==> src/inc/fks_consts.svh <==
// Offsets, field positions, key codes and reset values of the flash lock and key sequencer.
`ifndef FKS_CONSTS_SVH
`define FKS_CONSTS_SVH

// ----------------------------------------------------------------------------
// Register byte offsets
// ----------------------------------------------------------------------------
`define FKS_OFS_CTRL 5'h00
`define FKS_OFS_KEY 5'h04
`define FKS_OFS_BANK 5'h08
`define FKS_OFS_TIMING 5'h0c
`define FKS_OFS_STATUS 5'h10

// ----------------------------------------------------------------------------
// Field positions
// ----------------------------------------------------------------------------
`define FKS_CTRL_WEN_BIT 0
`define FKS_CTRL_EEN_BIT 1
`define FKS_TIMING_EWT_BIT 0
`define FKS_STAT_OPEN_BIT 0
`define FKS_STAT_HALF_BIT 1
`define FKS_STAT_DEAD_BIT 2
`define FKS_STAT_BUSY_BIT 3

// ----------------------------------------------------------------------------
// Key codes, page geometry and reset values
// ----------------------------------------------------------------------------
`define FKS_KEY_FIRST 8'ha5
`define FKS_KEY_SECOND 8'hf1
`define FKS_PAGE_BITS 9
`define FKS_PAGE_LAST 9'h1ff
`define FKS_ERASED_BYTE 8'hff
`define FKS_CTRL_RESET 2'h0
`define FKS_BANK_RESET 2'h0
`define FKS_TIMING_RESET 1'h0

`endif

==> src/inc/fks_pkg.sv <==
// Types shared by the flash lock and key sequencer modules.
`default_nettype none
package fks_pkg;
  typedef enum logic [1:0] {FKS_KEY_IDLE, FKS_KEY_HALF, FKS_KEY_OPEN, FKS_KEY_DEAD} fks_key_state_t;
  typedef enum logic [2:0] {FKS_ENG_IDLE, FKS_ENG_READ, FKS_ENG_WAIT, FKS_ENG_WRITE, FKS_ENG_ERASE} fks_eng_state_t;
endpackage
`default_nettype wire

==> src/hdl/fks_sequencer.sv <==
// Flash self-programming controller: registers, key lock, move-write redirect and flash engine.
`timescale 1ns/1ns
`default_nettype none
`include "fks_consts.svh"

module fks_sequencer
  import fks_pkg::*;
(
  input wire logic clk_sys,
  input wire logic reset_n,
  input wire logic ce,
  input wire logic [4:0] avs_address,
  input wire logic avs_read,
  input wire logic avs_write,
  input wire logic [31:0] avs_writedata,
  input wire logic [3:0] avs_byteenable,
  output logic [31:0] avs_readdata,
  output logic avs_waitrequest,
  input wire logic mv_wr,
  input wire logic [15:0] mv_addr,
  input wire logic [7:0] mv_data,
  output logic mv_ready,
  output logic [15:0] xram_addr,
  output logic [7:0] xram_wdata,
  output logic xram_we,
  input wire logic [7:0] fl_rdata,
  output logic [17:0] fl_addr,
  output logic [7:0] fl_wdata,
  output logic fl_we,
  output logic erase_write_timing_bit
);
  // ----------------------------------------------------------------------------
  // Bus slave
  // ----------------------------------------------------------------------------
  logic ack_reg;
  logic ack_next;
  logic [31:0] rdata_reg;
  logic [31:0] rdata_next;
  logic wr_take;
  logic [1:0] ctrl_reg;
  logic [1:0] ctrl_next;
  logic [1:0] code_bank_select;
  logic [1:0] bank_next;
  logic timing_reg;
  logic timing_next;
  logic key_wr;
  logic unlocked;
  logic first_seen;
  logic locked_out;
  logic busy;
  logic store_write_enable;
  logic store_erase_enable;

  // True when a bus write to the given offset is taken with the low lane enabled.
  function automatic logic fks_hit(input logic [4:0] ofs, input logic [4:0] adr, input logic take,
                                   input logic lane);
    fks_hit = take && lane && (adr == ofs);
  endfunction

  // Every request waits exactly one cycle with ce high, longer while ce is low; the answer is taken when waitrequest drops.
  always_comb
  begin
    ack_next = (avs_read || avs_write) && !ack_reg;
    rdata_next = 32'h00000000;
    unique case (avs_address)
      `FKS_OFS_CTRL: rdata_next[1:0] = ctrl_reg;
      `FKS_OFS_BANK: rdata_next[1:0] = code_bank_select;
      `FKS_OFS_TIMING: rdata_next[0] = timing_reg;
      `FKS_OFS_STATUS:
      begin
        rdata_next[`FKS_STAT_OPEN_BIT] = unlocked;
        rdata_next[`FKS_STAT_HALF_BIT] = first_seen;
        rdata_next[`FKS_STAT_DEAD_BIT] = locked_out;
        rdata_next[`FKS_STAT_BUSY_BIT] = busy;
      end
      default: rdata_next = 32'h00000000;
    endcase
    if (!avs_read)
      rdata_next = rdata_reg;
  end

  // Registers the bus handshake and read data.
  always_ff @(posedge clk_sys or negedge reset_n)
  begin
    if (!reset_n)
    begin
      ack_reg <= 1'b0;
      rdata_reg <= 32'h00000000;
    end
    else if (ce)
    begin
      ack_reg <= ack_next;
      rdata_reg <= rdata_next;
    end
  end

  assign avs_waitrequest = (avs_read || avs_write) && !ack_reg;
  assign avs_readdata = rdata_reg;
  assign wr_take = avs_write && ack_reg && ce;
  assign key_wr = fks_hit(`FKS_OFS_KEY, avs_address, wr_take, avs_byteenable[0]);

  // ----------------------------------------------------------------------------
  // Control registers
  // ----------------------------------------------------------------------------
  // Only software writes change these bits; no flash operation touches them.
  always_comb
  begin
    ctrl_next = ctrl_reg;
    bank_next = code_bank_select;
    timing_next = timing_reg;
    if (fks_hit(`FKS_OFS_CTRL, avs_address, wr_take, avs_byteenable[0]))
      ctrl_next = avs_writedata[1:0];
    if (fks_hit(`FKS_OFS_BANK, avs_address, wr_take, avs_byteenable[0]))
      bank_next = avs_writedata[1:0];
    if (fks_hit(`FKS_OFS_TIMING, avs_address, wr_take, avs_byteenable[0]))
      timing_next = avs_writedata[`FKS_TIMING_EWT_BIT];
  end

  // Registers the control bits.
  always_ff @(posedge clk_sys or negedge reset_n)
  begin
    if (!reset_n)
    begin
      ctrl_reg <= `FKS_CTRL_RESET;
      code_bank_select <= `FKS_BANK_RESET;
      timing_reg <= `FKS_TIMING_RESET;
    end
    else if (ce)
    begin
      ctrl_reg <= ctrl_next;
      code_bank_select <= bank_next;
      timing_reg <= timing_next;
    end
  end

  assign store_write_enable = ctrl_reg[`FKS_CTRL_WEN_BIT];
  assign store_erase_enable = ctrl_reg[`FKS_CTRL_EEN_BIT];
  assign erase_write_timing_bit = timing_reg;

  // ----------------------------------------------------------------------------
  // Move-write routing
  // ----------------------------------------------------------------------------
  logic mv_take;
  logic flash_try;
  logic flash_go;
  logic xram_we_reg;
  logic xram_we_next;
  logic [15:0] xram_addr_reg;
  logic [15:0] xram_addr_next;
  logic [7:0] xram_wdata_reg;
  logic [7:0] xram_wdata_next;

  assign mv_ready = !busy;
  assign mv_take = mv_wr && mv_ready && ce;
  assign flash_try = mv_take && store_write_enable;
  assign flash_go = flash_try && unlocked;

  // Writes with the enable clear go to data memory as before.
  always_comb
  begin
    xram_we_next = mv_take && !store_write_enable;
    xram_addr_next = xram_addr_reg;
    xram_wdata_next = xram_wdata_reg;
    if (xram_we_next)
    begin
      xram_addr_next = mv_addr;
      xram_wdata_next = mv_data;
    end
  end

  // Registers the data-memory write.
  always_ff @(posedge clk_sys or negedge reset_n)
  begin
    if (!reset_n)
    begin
      xram_we_reg <= 1'b0;
      xram_addr_reg <= 16'h0000;
      xram_wdata_reg <= 8'h00;
    end
    else if (ce)
    begin
      xram_we_reg <= xram_we_next;
      xram_addr_reg <= xram_addr_next;
      xram_wdata_reg <= xram_wdata_next;
    end
  end

  assign xram_we = xram_we_reg;
  assign xram_addr = xram_addr_reg;
  assign xram_wdata = xram_wdata_reg;

  // ----------------------------------------------------------------------------
  // Key checker and flash engine
  // ----------------------------------------------------------------------------
  // Any redirected write counts as an attempt; the checker relocks or locks out.
  fks_key_check u_key
  (
    .clk_sys(clk_sys),
    .reset_n(reset_n),
    .ce(ce),
    .key_wr(key_wr),
    .key_data(avs_writedata[7:0]),
    .op_try(flash_try),
    .unlocked(unlocked),
    .first_seen(first_seen),
    .locked_out(locked_out)
  );

  // The bank field widens the move address to reach the upper code banks.
  fks_flash_engine u_eng
  (
    .clk_sys(clk_sys),
    .reset_n(reset_n),
    .ce(ce),
    .start(flash_go),
    .erase(store_erase_enable),
    .addr({code_bank_select, mv_addr}),
    .data(mv_data),
    .fl_rdata(fl_rdata),
    .fl_addr(fl_addr),
    .fl_wdata(fl_wdata),
    .fl_we(fl_we),
    .busy(busy)
  );

  // ----------------------------------------------------------------------------
  // Checks
  // ----------------------------------------------------------------------------
  property p_redirect;
    @(posedge clk_sys) disable iff (!reset_n)
    mv_take && store_write_enable |=> !xram_we;
  endproperty
  a_redirect: assert property (p_redirect) else $error("redirected write reached data memory");

  property p_plain_write;
    @(posedge clk_sys) disable iff (!reset_n)
    mv_take && !store_write_enable |=> xram_we && xram_addr == $past(mv_addr);
  endproperty
  a_plain_write: assert property (p_plain_write) else $error("data memory write was lost");

  property p_wen_sticky;
    @(posedge clk_sys) disable iff (!reset_n)
    store_write_enable && !wr_take |=> store_write_enable;
  endproperty
  a_wen_sticky: assert property (p_wen_sticky) else $error("write enable cleared by hardware");

  property p_erase_page;
    @(posedge clk_sys) disable iff (!reset_n)
    flash_go && store_erase_enable ##1 ce |-> fl_we && fl_addr[8:0] == 9'h000 && fl_addr[17:9] == $past(
      {code_bank_select, mv_addr[15:9]});
  endproperty
  a_erase_page: assert property (p_erase_page) else $error("erase did not start at page base");

  property p_program_byte;
    @(posedge clk_sys) disable iff (!reset_n)
    flash_go && !store_erase_enable ##1 ce[*3] |-> fl_we && fl_addr == $past({code_bank_select, mv_addr}, 3);
  endproperty
  a_program_byte: assert property (p_program_byte) else $error("program hit the wrong byte");

  property p_wait_once;
    @(posedge clk_sys) disable iff (!reset_n)
    avs_waitrequest && ce |=> !avs_waitrequest;
  endproperty
  a_wait_once: assert property (p_wait_once) else $error("waitrequest held over one cycle");
endmodule
`default_nettype wire

==> src/hdl/fks_key_check.sv <==
// Two-code key checker with a sticky lockout that only reset clears.
`timescale 1ns/1ns
`default_nettype none
`include "fks_consts.svh"
module fks_key_check
  import fks_pkg::*;
(
  input wire logic clk_sys,
  input wire logic reset_n,
  input wire logic ce,
  input wire logic key_wr,
  input wire logic [7:0] key_data,
  input wire logic op_try,
  output logic unlocked,
  output logic first_seen,
  output logic locked_out
);
  fks_key_state_t state_reg;
  fks_key_state_t state_next;

  // ----------------------------------------------------------------------------
  // Key sequence
  // ----------------------------------------------------------------------------
  // Next state; there is no timer, so a half-entered sequence waits for ever.
  always_comb
  begin
    state_next = state_reg;
    unique case (state_reg)
      FKS_KEY_IDLE:
      begin
        if (op_try)
          state_next = FKS_KEY_DEAD;
        else if (key_wr)
          state_next = (key_data == `FKS_KEY_FIRST) ? FKS_KEY_HALF : FKS_KEY_DEAD;
      end
      FKS_KEY_HALF:
      begin
        if (op_try)
          state_next = FKS_KEY_DEAD;
        else if (key_wr)
          state_next = (key_data == `FKS_KEY_SECOND) ? FKS_KEY_OPEN : FKS_KEY_DEAD;
      end
      FKS_KEY_OPEN:
      begin
        if (op_try)
          state_next = FKS_KEY_IDLE;
        else if (key_wr)
          state_next = FKS_KEY_DEAD;
      end
      FKS_KEY_DEAD:
        state_next = FKS_KEY_DEAD;
    endcase
  end

  // Registers the state; reset relocks and clears the lockout.
  always_ff @(posedge clk_sys or negedge reset_n)
  begin
    if (!reset_n)
      state_reg <= FKS_KEY_IDLE;
    else if (ce)
      state_reg <= state_next;
  end

  assign unlocked = (state_reg == FKS_KEY_OPEN);
  assign first_seen = (state_reg == FKS_KEY_HALF);
  assign locked_out = (state_reg == FKS_KEY_DEAD);

  // ----------------------------------------------------------------------------
  // Checks
  // ----------------------------------------------------------------------------
  property p_wrong_key;
    @(posedge clk_sys) disable iff (!reset_n)
    ce && key_wr && !op_try && !locked_out && !(first_seen && key_data == `FKS_KEY_SECOND)
      && !(!first_seen && !unlocked && key_data == `FKS_KEY_FIRST) |=> locked_out;
  endproperty
  a_wrong_key: assert property (p_wrong_key) else $error("wrong key did not lock out");

  property p_early_try;
    @(posedge clk_sys) disable iff (!reset_n)
    ce && op_try && !unlocked |=> locked_out ##1 locked_out;
  endproperty
  a_early_try: assert property (p_early_try) else $error("early flash write did not lock out");

  property p_no_timeout;
    @(posedge clk_sys) disable iff (!reset_n)
    first_seen && !key_wr && !op_try |=> first_seen;
  endproperty
  a_no_timeout: assert property (p_no_timeout) else $error("half sequence was dropped");

  property p_relock;
    @(posedge clk_sys) disable iff (!reset_n)
    ce && unlocked && op_try |=> !unlocked && !locked_out;
  endproperty
  a_relock: assert property (p_relock) else $error("key did not relock after operation");
endmodule
`default_nettype wire

==> src/hdl/fks_flash_engine.sv <==
// Flash byte program (read, AND, write) and 512-byte page erase sequencer.
`timescale 1ns/1ns
`default_nettype none
`include "fks_consts.svh"
module fks_flash_engine
  import fks_pkg::*;
(
  input wire logic clk_sys,
  input wire logic reset_n,
  input wire logic ce,
  input wire logic start,
  input wire logic erase,
  input wire logic [17:0] addr,
  input wire logic [7:0] data,
  input wire logic [7:0] fl_rdata,
  output logic [17:0] fl_addr,
  output logic [7:0] fl_wdata,
  output logic fl_we,
  output logic busy
);
  fks_eng_state_t state_reg;
  fks_eng_state_t state_next;
  logic [17:0] addr_reg;
  logic [17:0] addr_next;
  logic [7:0] data_reg;
  logic [7:0] data_next;
  logic [7:0] wdata_reg;
  logic [7:0] wdata_next;
  logic we_reg;
  logic we_next;

  // ----------------------------------------------------------------------------
  // Sequencer
  // ----------------------------------------------------------------------------
  // Program reads the old byte first so bits can only fall; erase walks the page.
  always_comb
  begin
    state_next = state_reg;
    addr_next = addr_reg;
    data_next = data_reg;
    wdata_next = wdata_reg;
    we_next = 1'b0;
    unique case (state_reg)
      FKS_ENG_IDLE:
      begin
        if (start && erase)
        begin
          state_next = FKS_ENG_ERASE;
          addr_next = {addr[17:`FKS_PAGE_BITS], {`FKS_PAGE_BITS{1'b0}}};
          wdata_next = `FKS_ERASED_BYTE;
          we_next = 1'b1;
        end
        else if (start)
        begin
          state_next = FKS_ENG_READ;
          addr_next = addr;
          data_next = data;
        end
      end
      FKS_ENG_READ:
        state_next = FKS_ENG_WAIT;
      FKS_ENG_WAIT:
      begin
        state_next = FKS_ENG_WRITE;
        wdata_next = fl_rdata & data_reg;
        we_next = 1'b1;
      end
      FKS_ENG_WRITE:
        state_next = FKS_ENG_IDLE;
      FKS_ENG_ERASE:
      begin
        if (addr_reg[`FKS_PAGE_BITS-1:0] == `FKS_PAGE_LAST)
          state_next = FKS_ENG_IDLE;
        else
        begin
          addr_next = addr_reg + 18'h00001;
          we_next = 1'b1;
        end
      end
      default:
        state_next = FKS_ENG_IDLE;
    endcase
  end

  // Registers the sequencer.
  always_ff @(posedge clk_sys or negedge reset_n)
  begin
    if (!reset_n)
    begin
      state_reg <= FKS_ENG_IDLE;
      addr_reg <= 18'h00000;
      data_reg <= 8'h00;
      wdata_reg <= 8'h00;
      we_reg <= 1'b0;
    end
    else if (ce)
    begin
      state_reg <= state_next;
      addr_reg <= addr_next;
      data_reg <= data_next;
      wdata_reg <= wdata_next;
      we_reg <= we_next;
    end
  end

  assign fl_addr = addr_reg;
  assign fl_wdata = wdata_reg;
  assign fl_we = we_reg && ce;
  assign busy = (state_reg != FKS_ENG_IDLE);

  // ----------------------------------------------------------------------------
  // Checks
  // ----------------------------------------------------------------------------
  property p_only_clear;
    @(posedge clk_sys) disable iff (!reset_n)
    state_reg == FKS_ENG_WAIT && ce ##1 ce |-> fl_we && ((fl_wdata & ~$past(fl_rdata)) == 8'h00);
  endproperty
  a_only_clear: assert property (p_only_clear) else $error("program raised a bit");

  property p_erase_fill;
    @(posedge clk_sys) disable iff (!reset_n)
    state_reg == FKS_ENG_ERASE && ce |-> fl_wdata == 8'hff && fl_we;
  endproperty
  a_erase_fill: assert property (p_erase_fill) else $error("erase wrote a non-blank byte");
endmodule
`default_nettype wire

==> config.mk <==
export PLATFORM = sky130hd
export DESIGN_NAME = fks_sequencer
export DESIGN_NICKNAME = d
export VERILOG_FILES = /design/src/inc/fks_pkg.sv /design/src/hdl/fks_sequencer.sv /design/src/hdl/fks_key_check.sv /design/src/hdl/fks_flash_engine.sv
export VERILOG_INCLUDE_DIRS = /design/src /design/src/inc
export SDC_FILE = /design/constraint.sdc
export NUM_CORES = 1
export LEC_CHECK = 0
export BUFFER_PORTS_ARGS = -buffer_cell sky130_fd_sc_hd__buf_2
export CORE_MARGIN = 8
export CORE_UTILIZATION = 35
export DETAILED_ROUTE_END_ITERATION = 10
export HOLD_SLACK_MARGIN = 0.05
export PLACE_DENSITY = 0.61
export SETUP_SLACK_MARGIN = 0.05
export SLEW_MARGIN = 40
export SYNTH_ARGS = -nofsm -noshare
export SYNTH_HDL_FRONTEND = slang
export SYNTH_HIERARCHICAL = 1
export SYNTH_SLANG_ARGS = --single-unit
==> constraint.sdc <==
create_clock -name clk_sys -period 3.3 [get_ports clk_sys]
set_input_delay 0.165 -clock clk_sys [delete_from_list [all_inputs] [get_ports clk_sys]]
set_output_delay 0.165 -clock clk_sys [all_outputs]
set_load 0.05 [all_outputs]
==> metrics.yaml, run 1 <==
logic_synthesis:
  yosysWarnings: 6
  ys.flop_type: "dfrtp_1"
  synth-seq-area-share: 0.4641
  yosys.area.top_type: "dfrtp_1"
  ys_async_sr_fraction: 1.000
  yosysUniqueCellTypes: 60
  syn_inst: 382
  ys_ff_latch: 75
  synth_top_area_frac: 0.4641
  avgSynthCellArea_um2: 10.59
  synth_area_leaders: "dfrtp_1 46%, mux2_1 8.4%, buf_4 5.6%, a21oi_1 3.5%, nand2_1 3.2%"
  mappedNetlistArea_um2: 4044
  synth-edff-count: 0
detailed_routing:
  drt-vias-per-instance: 5.057
  postRouteAntennaNets: 0
  wl_per_cell_um: 16.42
  dr.pass1.iters: 4
  drt-initial-drc-count: 134
  routed_wl_um: 10570
  vias: 3257
  drc: 0
cts:
  cts_resized: 0
  cts_buffers: 9
  cts_tree: "built"
  clk_transition_reported_paths_ps: 60
  htreeDepth: 3
  cts-root-buf: "clkbuf_16"
  cts.sinks: 75
  post_cts_buffers: 0
  clock_path_buffers: 2
  clk_latency_ps: 340
timing:
  fin_hold_ws_ps: 64.52
  fin_tns_setup_ps: 0
  slew_violations: 0
  relSlewSlack: 0.5298
  setup_violations: 0
  tightest_slew_ps: 705.2
  post-route-period-util: 0.8322
  period_needed_ps: 2746
  setup_ws_ps: 553.7
  rsz0062_at_grt: "no"
  skew_ps: 7.499
  final_hold_viol_count: 0
  fmax_ghz: 0.3641
finish:
  area_delta_synth_final_pct: 22.09
  final_common_cell: "buf_2"
  post-route-util: 0.4342
  antenna_cells: 0
  finish.instance_area_um2: 4937
  largest_register_ffs: 18
  final_cell_mix: "109 x buf_2, 75 x dfrtp_1, 34 x nand2_1, 30 x mux2_1"
  drive_gt1_frac: 0.3214
  fin_nets: 577
  stdcell_count: 644
placement:
  place_ws_ps: 576.4
  dp.cells: 623
  io_buffers: 110
  place.gp.congestion: 0.7884
  hpwl_um: 7714
  placed_cell_area_um2: 4592
power:
  p_leak_nw: 2.481
  total_power_mw: 2.654
  ir_worst_vdd_uv: 397.1
  p_per_area_nw_per_um2: 537.5
grt:
  grt_pass1_wl_um: 16860
  grt_usage: 0.1417
  grt_antenna_before_repair: 0
  first_global_vias: 3272
  grt_max_degree: 76
  overflow: 0
die:
  dieArea_um2: 15250
  row_count: 39
  start_util: 0.3557
  io-pin-count: 166
  die_x_um: 123.5
  core_um2: 11370
  dieHeight_um: 123.5
outcome:
  status: "complete, no violations"
setup_path:
  cp.required_ps: 3560
  crit_fanout: 23
  critPathCaptureType: "flip-flop"
  critPathArrivalTime_ps: 3010
  cp-start-kind: "flip-flop"
  path_class: "flip-flop to flip-flop"
min_path:
  hp-class: "input port to flip-flop"
flow_run:
  drv_cap: 0
-- layout make-up --
cell class                      count  area, um^2
Clock buffer                       11       252.7
Clock inverter                      5       42.54
Fill cell                        1116        6432
Inverter                           10       37.54
Multi-Input combinational cell    281        1912
Sequential cell                    75        1877
Tap cell                          143       178.9
Timing Repair Buffer              119       636.9
-- Yosys cell counts, types with 3 or more instances --
cell / count
nor2_1: 23
a31oi_1: 7
o21ai_1: 3
buf_4: 30
buf_6: 5
and2_1: 4
nor2b_1: 5
dfrtp_1: 75
mux2_1: 30
inv_1: 10
mux2_2: 9
buf_2: 6
nand2_1: 34
o21ai_0: 9
mux2i_1: 5
and3_1: 7
o22ai_1: 7
nand4_1: 6
a21oi_1: 28
nor4_2: 3
nand4b_1: 4
nor3_1: 6
nor4_1: 3
nand3_1: 14
-- critical path, cell delays in order, from the launching register on --
cell	delay, ps
dfrtp_1	490
nor2_1	210
nand2_1	140
nand3b_1	260
nor2_1	170
and2_1	220
nand2b_1	180
a21oi_4	570
buf_4	240
a21oi_1	60
a21oi_1	120
-- final timing paths --
path | slack (ps) | endpoint | cells past startpoint | start
setup / recovery | 550 | u_eng/fl_addr[5]$_DFFE_PN0P_ | 10 | u_eng/state_reg[0]$_DFFE_PN0P_
hold / removal | 60 | xram_wdata[7]$_DFFE_PN0P_ | 2 | mv_data[7]
setup reg to reg | 550 | u_eng/fl_addr[5]$_DFFE_PN0P_ | 10 | u_eng/state_reg[0]$_DFFE_PN0P_
hold reg to reg | 480 | xram_addr[2]$_DFFE_PN0P_ | 1 | xram_addr[2]$_DFFE_PN0P_
max in group asynchronous | 2390 | xram_addr[8]$_DFFE_PN0P_ | 2 | reset_n
min in group asynchronous | 420 | ack_reg$_DFFE_PN0P_ | 2 | reset_n
-- report_power, final --
part / internal, mW / switching (mW) / leakage, nW
Clock: 0.560 / 0.403 / 0.143
Sequential: 0.986 / 0.0912 / 0.996
Combinational: 0.148 / 0.465 / 1.34
Total: 1.69 / 0.959 / 2.48
-- logic make-up (layout without fill, tap and decap cells) --
| group | count (synthesis) | in the layout | share of synthesized area |
|---|---|---|---|
| other | 1 | 28 | 0.0009273 |
| adder cells (fa/ha/maj) | 2 | 2 | 0.006187 |
| buffers and inverters | 53 | 145 | 0.08818 |
| flip-flops | 75 | 75 | 0.4641 |
| AND/OR/NAND/NOR | 130 | 130 | 0.1918 |
| AO/OA/AOI/OAI | 77 | 77 | 0.1278 |
| multiplexers | 44 | 44 | 0.1210 |
-- per-layer routing --
| metal | wire length (um) | global-route usage | vias up |
|---|---|---|---|
| met5 | 0 | 0 | - |
| met4 | 183 | 0.06020 | 0 |
| met3 | 943 | 0.04932 | 14 |
| met2 | 4900 | 0.2214 | 120 |
| met1 | 4546 | 0.1745 | 1550 |
| li1 | - | - | 1573 |
-- timing repair --
item	4_1_cts	5_1_grt
hold endpoints to repair	79	0
setup endpoints to repair	0	0
hold buffers	5	0
Power figures use the tool's default switching activity.
==> run 2, diff against run 1 <==
PLACE_DENSITY = 0.64   (was 0.61)
clock period = 2.4 ns   (was 3.3 ns; I/O delays follow)
==> run 2 against run 1 <==
Hold slack better by 5.8 ps. Sequential cell count unchanged. Design area up 10%. Clock-buffer cell count rose by 1. Utilization rose by 4.5 points. Sequential share of layout area fell by 3.5 points. Combinational power up 51%. Sequential power grew 36%. Die area stayed put. Critical path type unchanged. Fmax rose by 21%.
==> metrics.yaml, run 2 (synthesized netlist as in run 1, its figures left out) <==
outcome:
  status: "complete, no violations"
finish:
  final_common_cell: "buf_2"
  final_cell_mix: "110 x buf_2, 73 x dfrtp_1, 34 x nand2_1, 33 x dlygate4sd3_1, 30 x mux2_1"
  drive_gt1_frac: 0.3346
  fin_nets: 623
  area_delta_synth_final_pct: 34.75
  finish.instance_area_um2: 5449
  stdcell_count: 690
  antenna_cells: 0
  post-route-util: 0.4793
  nFillCells: 1049
  largest_register_ffs: 18
setup_path:
  crit_fanout: 7
  cp-start-kind: "flip-flop"
  r2r_start: "u_eng/fl_addr[1]$_DFFE_PN0P_"
  cp.required_ps: 2620
  regToRegEndpoint: "u_eng/fl_addr[5]$_DFFE_PN0P_"
  path_class: "flip-flop to flip-flop"
  critPathArrivalTime_ps: 2490
  reg2reg_slack_ps: 130
  startpoint: "u_eng/fl_addr[1]$_DFFE_PN0P_"
  rr_worst_depth: 9
  critPathCaptureType: "flip-flop"
die:
  io-pin-count: 166
  row_count: 39
  core_um2: 11370
  die_x_um: 123.5
  dieArea_um2: 15250
  start_util: 0.3557
  dieHeight_um: 123.5
min_path:
  min_from: "avs_writedata[1]"
  hp-class: "input port to flip-flop"
  hold_depth: 2
  whs_endpoint: "code_bank_select[1]$_DFFE_PN0P_"
power:
  internal_power_mw: 2.714
  seqPwrFrac: 0.366
  clockPowerShare: 0.403
  netSwitchingFraction: 0.3231
  ir_worst_vdd_uv: 467.9
  p_per_area_nw_per_um2: 735.8
  combPwrFrac: 0.231
  total_power_mw: 4.010
  p_leak_nw: 2.735
  power_switching_mw: 1.296
placement:
  hpwl_um: 7992
  io_buffers: 110
  placed_cell_area_um2: 4718
  place.gp.congestion: 0.8027
  dp.cells: 638
  place_ws_ps: 67.01
grt:
  grt_max_degree: 41
  grt_pass1_wl_um: 17650
  grt_antenna_before_repair: 0
  overflow: 0
  first_global_vias: 3526
  grt_usage: 0.1480
detailed_routing:
  vias: 3450
  postRouteAntennaNets: 0
  routed_wl_um: 11060
  wl_per_cell_um: 16.03
  drt-vias-per-instance: 5.000
  drt-initial-drc-count: 149
  drc: 0
  dr.pass1.iters: 4
cts:
  htreeDepth: 3
  clock_path_buffers: 2
  clk_latency_ps: 340
  clk_transition_reported_paths_ps: 60
  cts.sinks: 75
  cts-root-buf: "clkbuf_16"
  cts_buffers: 9
  cts_tree: "built"
flow_run:
  drv_cap: 0
timing:
  setup_ws_ps: 128.3
  period_needed_ps: 2272
  setup_violations: 0
  fmax_ghz: 0.4402
  final_hold_viol_count: 0
  rsz0062_at_grt: "yes"
  fin_hold_ws_ps: 70.29
  post-route-period-util: 0.9466
  fin_tns_setup_ps: 0
  slew_violations: 0
  skew_ps: 7.841
run 2: per-layer routing:
layer	global-route usage	wire length, um	vias up	part of all wire
li1	-	-	1657	-
met1	0.1749	4704	1674	0.43
met2	0.2433	5383	111	0.49
met3	0.05616	864	8	0.078
met4	0.04816	106	0	0.0096
met5	0	0	-	0
run 2: repair_timing:
action / in CTS / in global routing
gates cloned: 0 / 0
resized for setup: 1 / 3
setup buffers: 0 / 3
endpoints found under the setup margin: 2 / 5
hold buffers: 33 / 0
pin swaps: 0 / 1
hold endpoints to repair: 76 / 0
run 2: final cells by class:
class | instances | area, um^2 | area share
tap | 143 | 178.9 | 0.03284
timing repair buffer | 165 | 1062 | 0.1949
multi-input combinational | 281 | 1929 | 0.3541
inverter | 10 | 37.54 | 0.006889
clock buffer | 12 | 266.5 | 0.04891
sequential | 75 | 1879 | 0.3449
clock inverter | 4 | 95.09 | 0.01745
run 2: how the worst max path moves through the flow:
stage               slack [ps]                            to
detailed placement          70  u_eng/fl_addr[0]$_DFFE_PN0P_
global route                10  u_eng/fl_addr[7]$_DFFE_PN0P_
finish                     130  u_eng/fl_addr[5]$_DFFE_PN0P_
CTS                         80  u_eng/fl_addr[9]$_DFFE_PN0P_
global placement           100  u_eng/fl_addr[0]$_DFFE_PN0P_
floorplan                  100  u_eng/fl_addr[2]$_DFFE_PN0P_
run 2: worst max-delay path, stage by stage (launching register included):
cell and delay (ps):
dfrtp_2 430, ha_1 220, and3_1 220, and3_1 190
ha_1 200, nand2b_4 180, a21o_4 260, buf_2 180
a31oi_1 170, a21oi_1 90
run 2: power by group through the flow:
stage | registers [mW] | logic [mW] | clock network [mW]
after floorplan | 1.76 | 0.365 | 0
after global placement | 1.48 | 0.868 | 0
after detailed placement | 1.49 | 0.880 | 0
after CTS | 1.47 | 0.922 | 1.66
after global routing | 1.48 | 0.985 | 1.72
final | 1.47 | 0.925 | 1.62
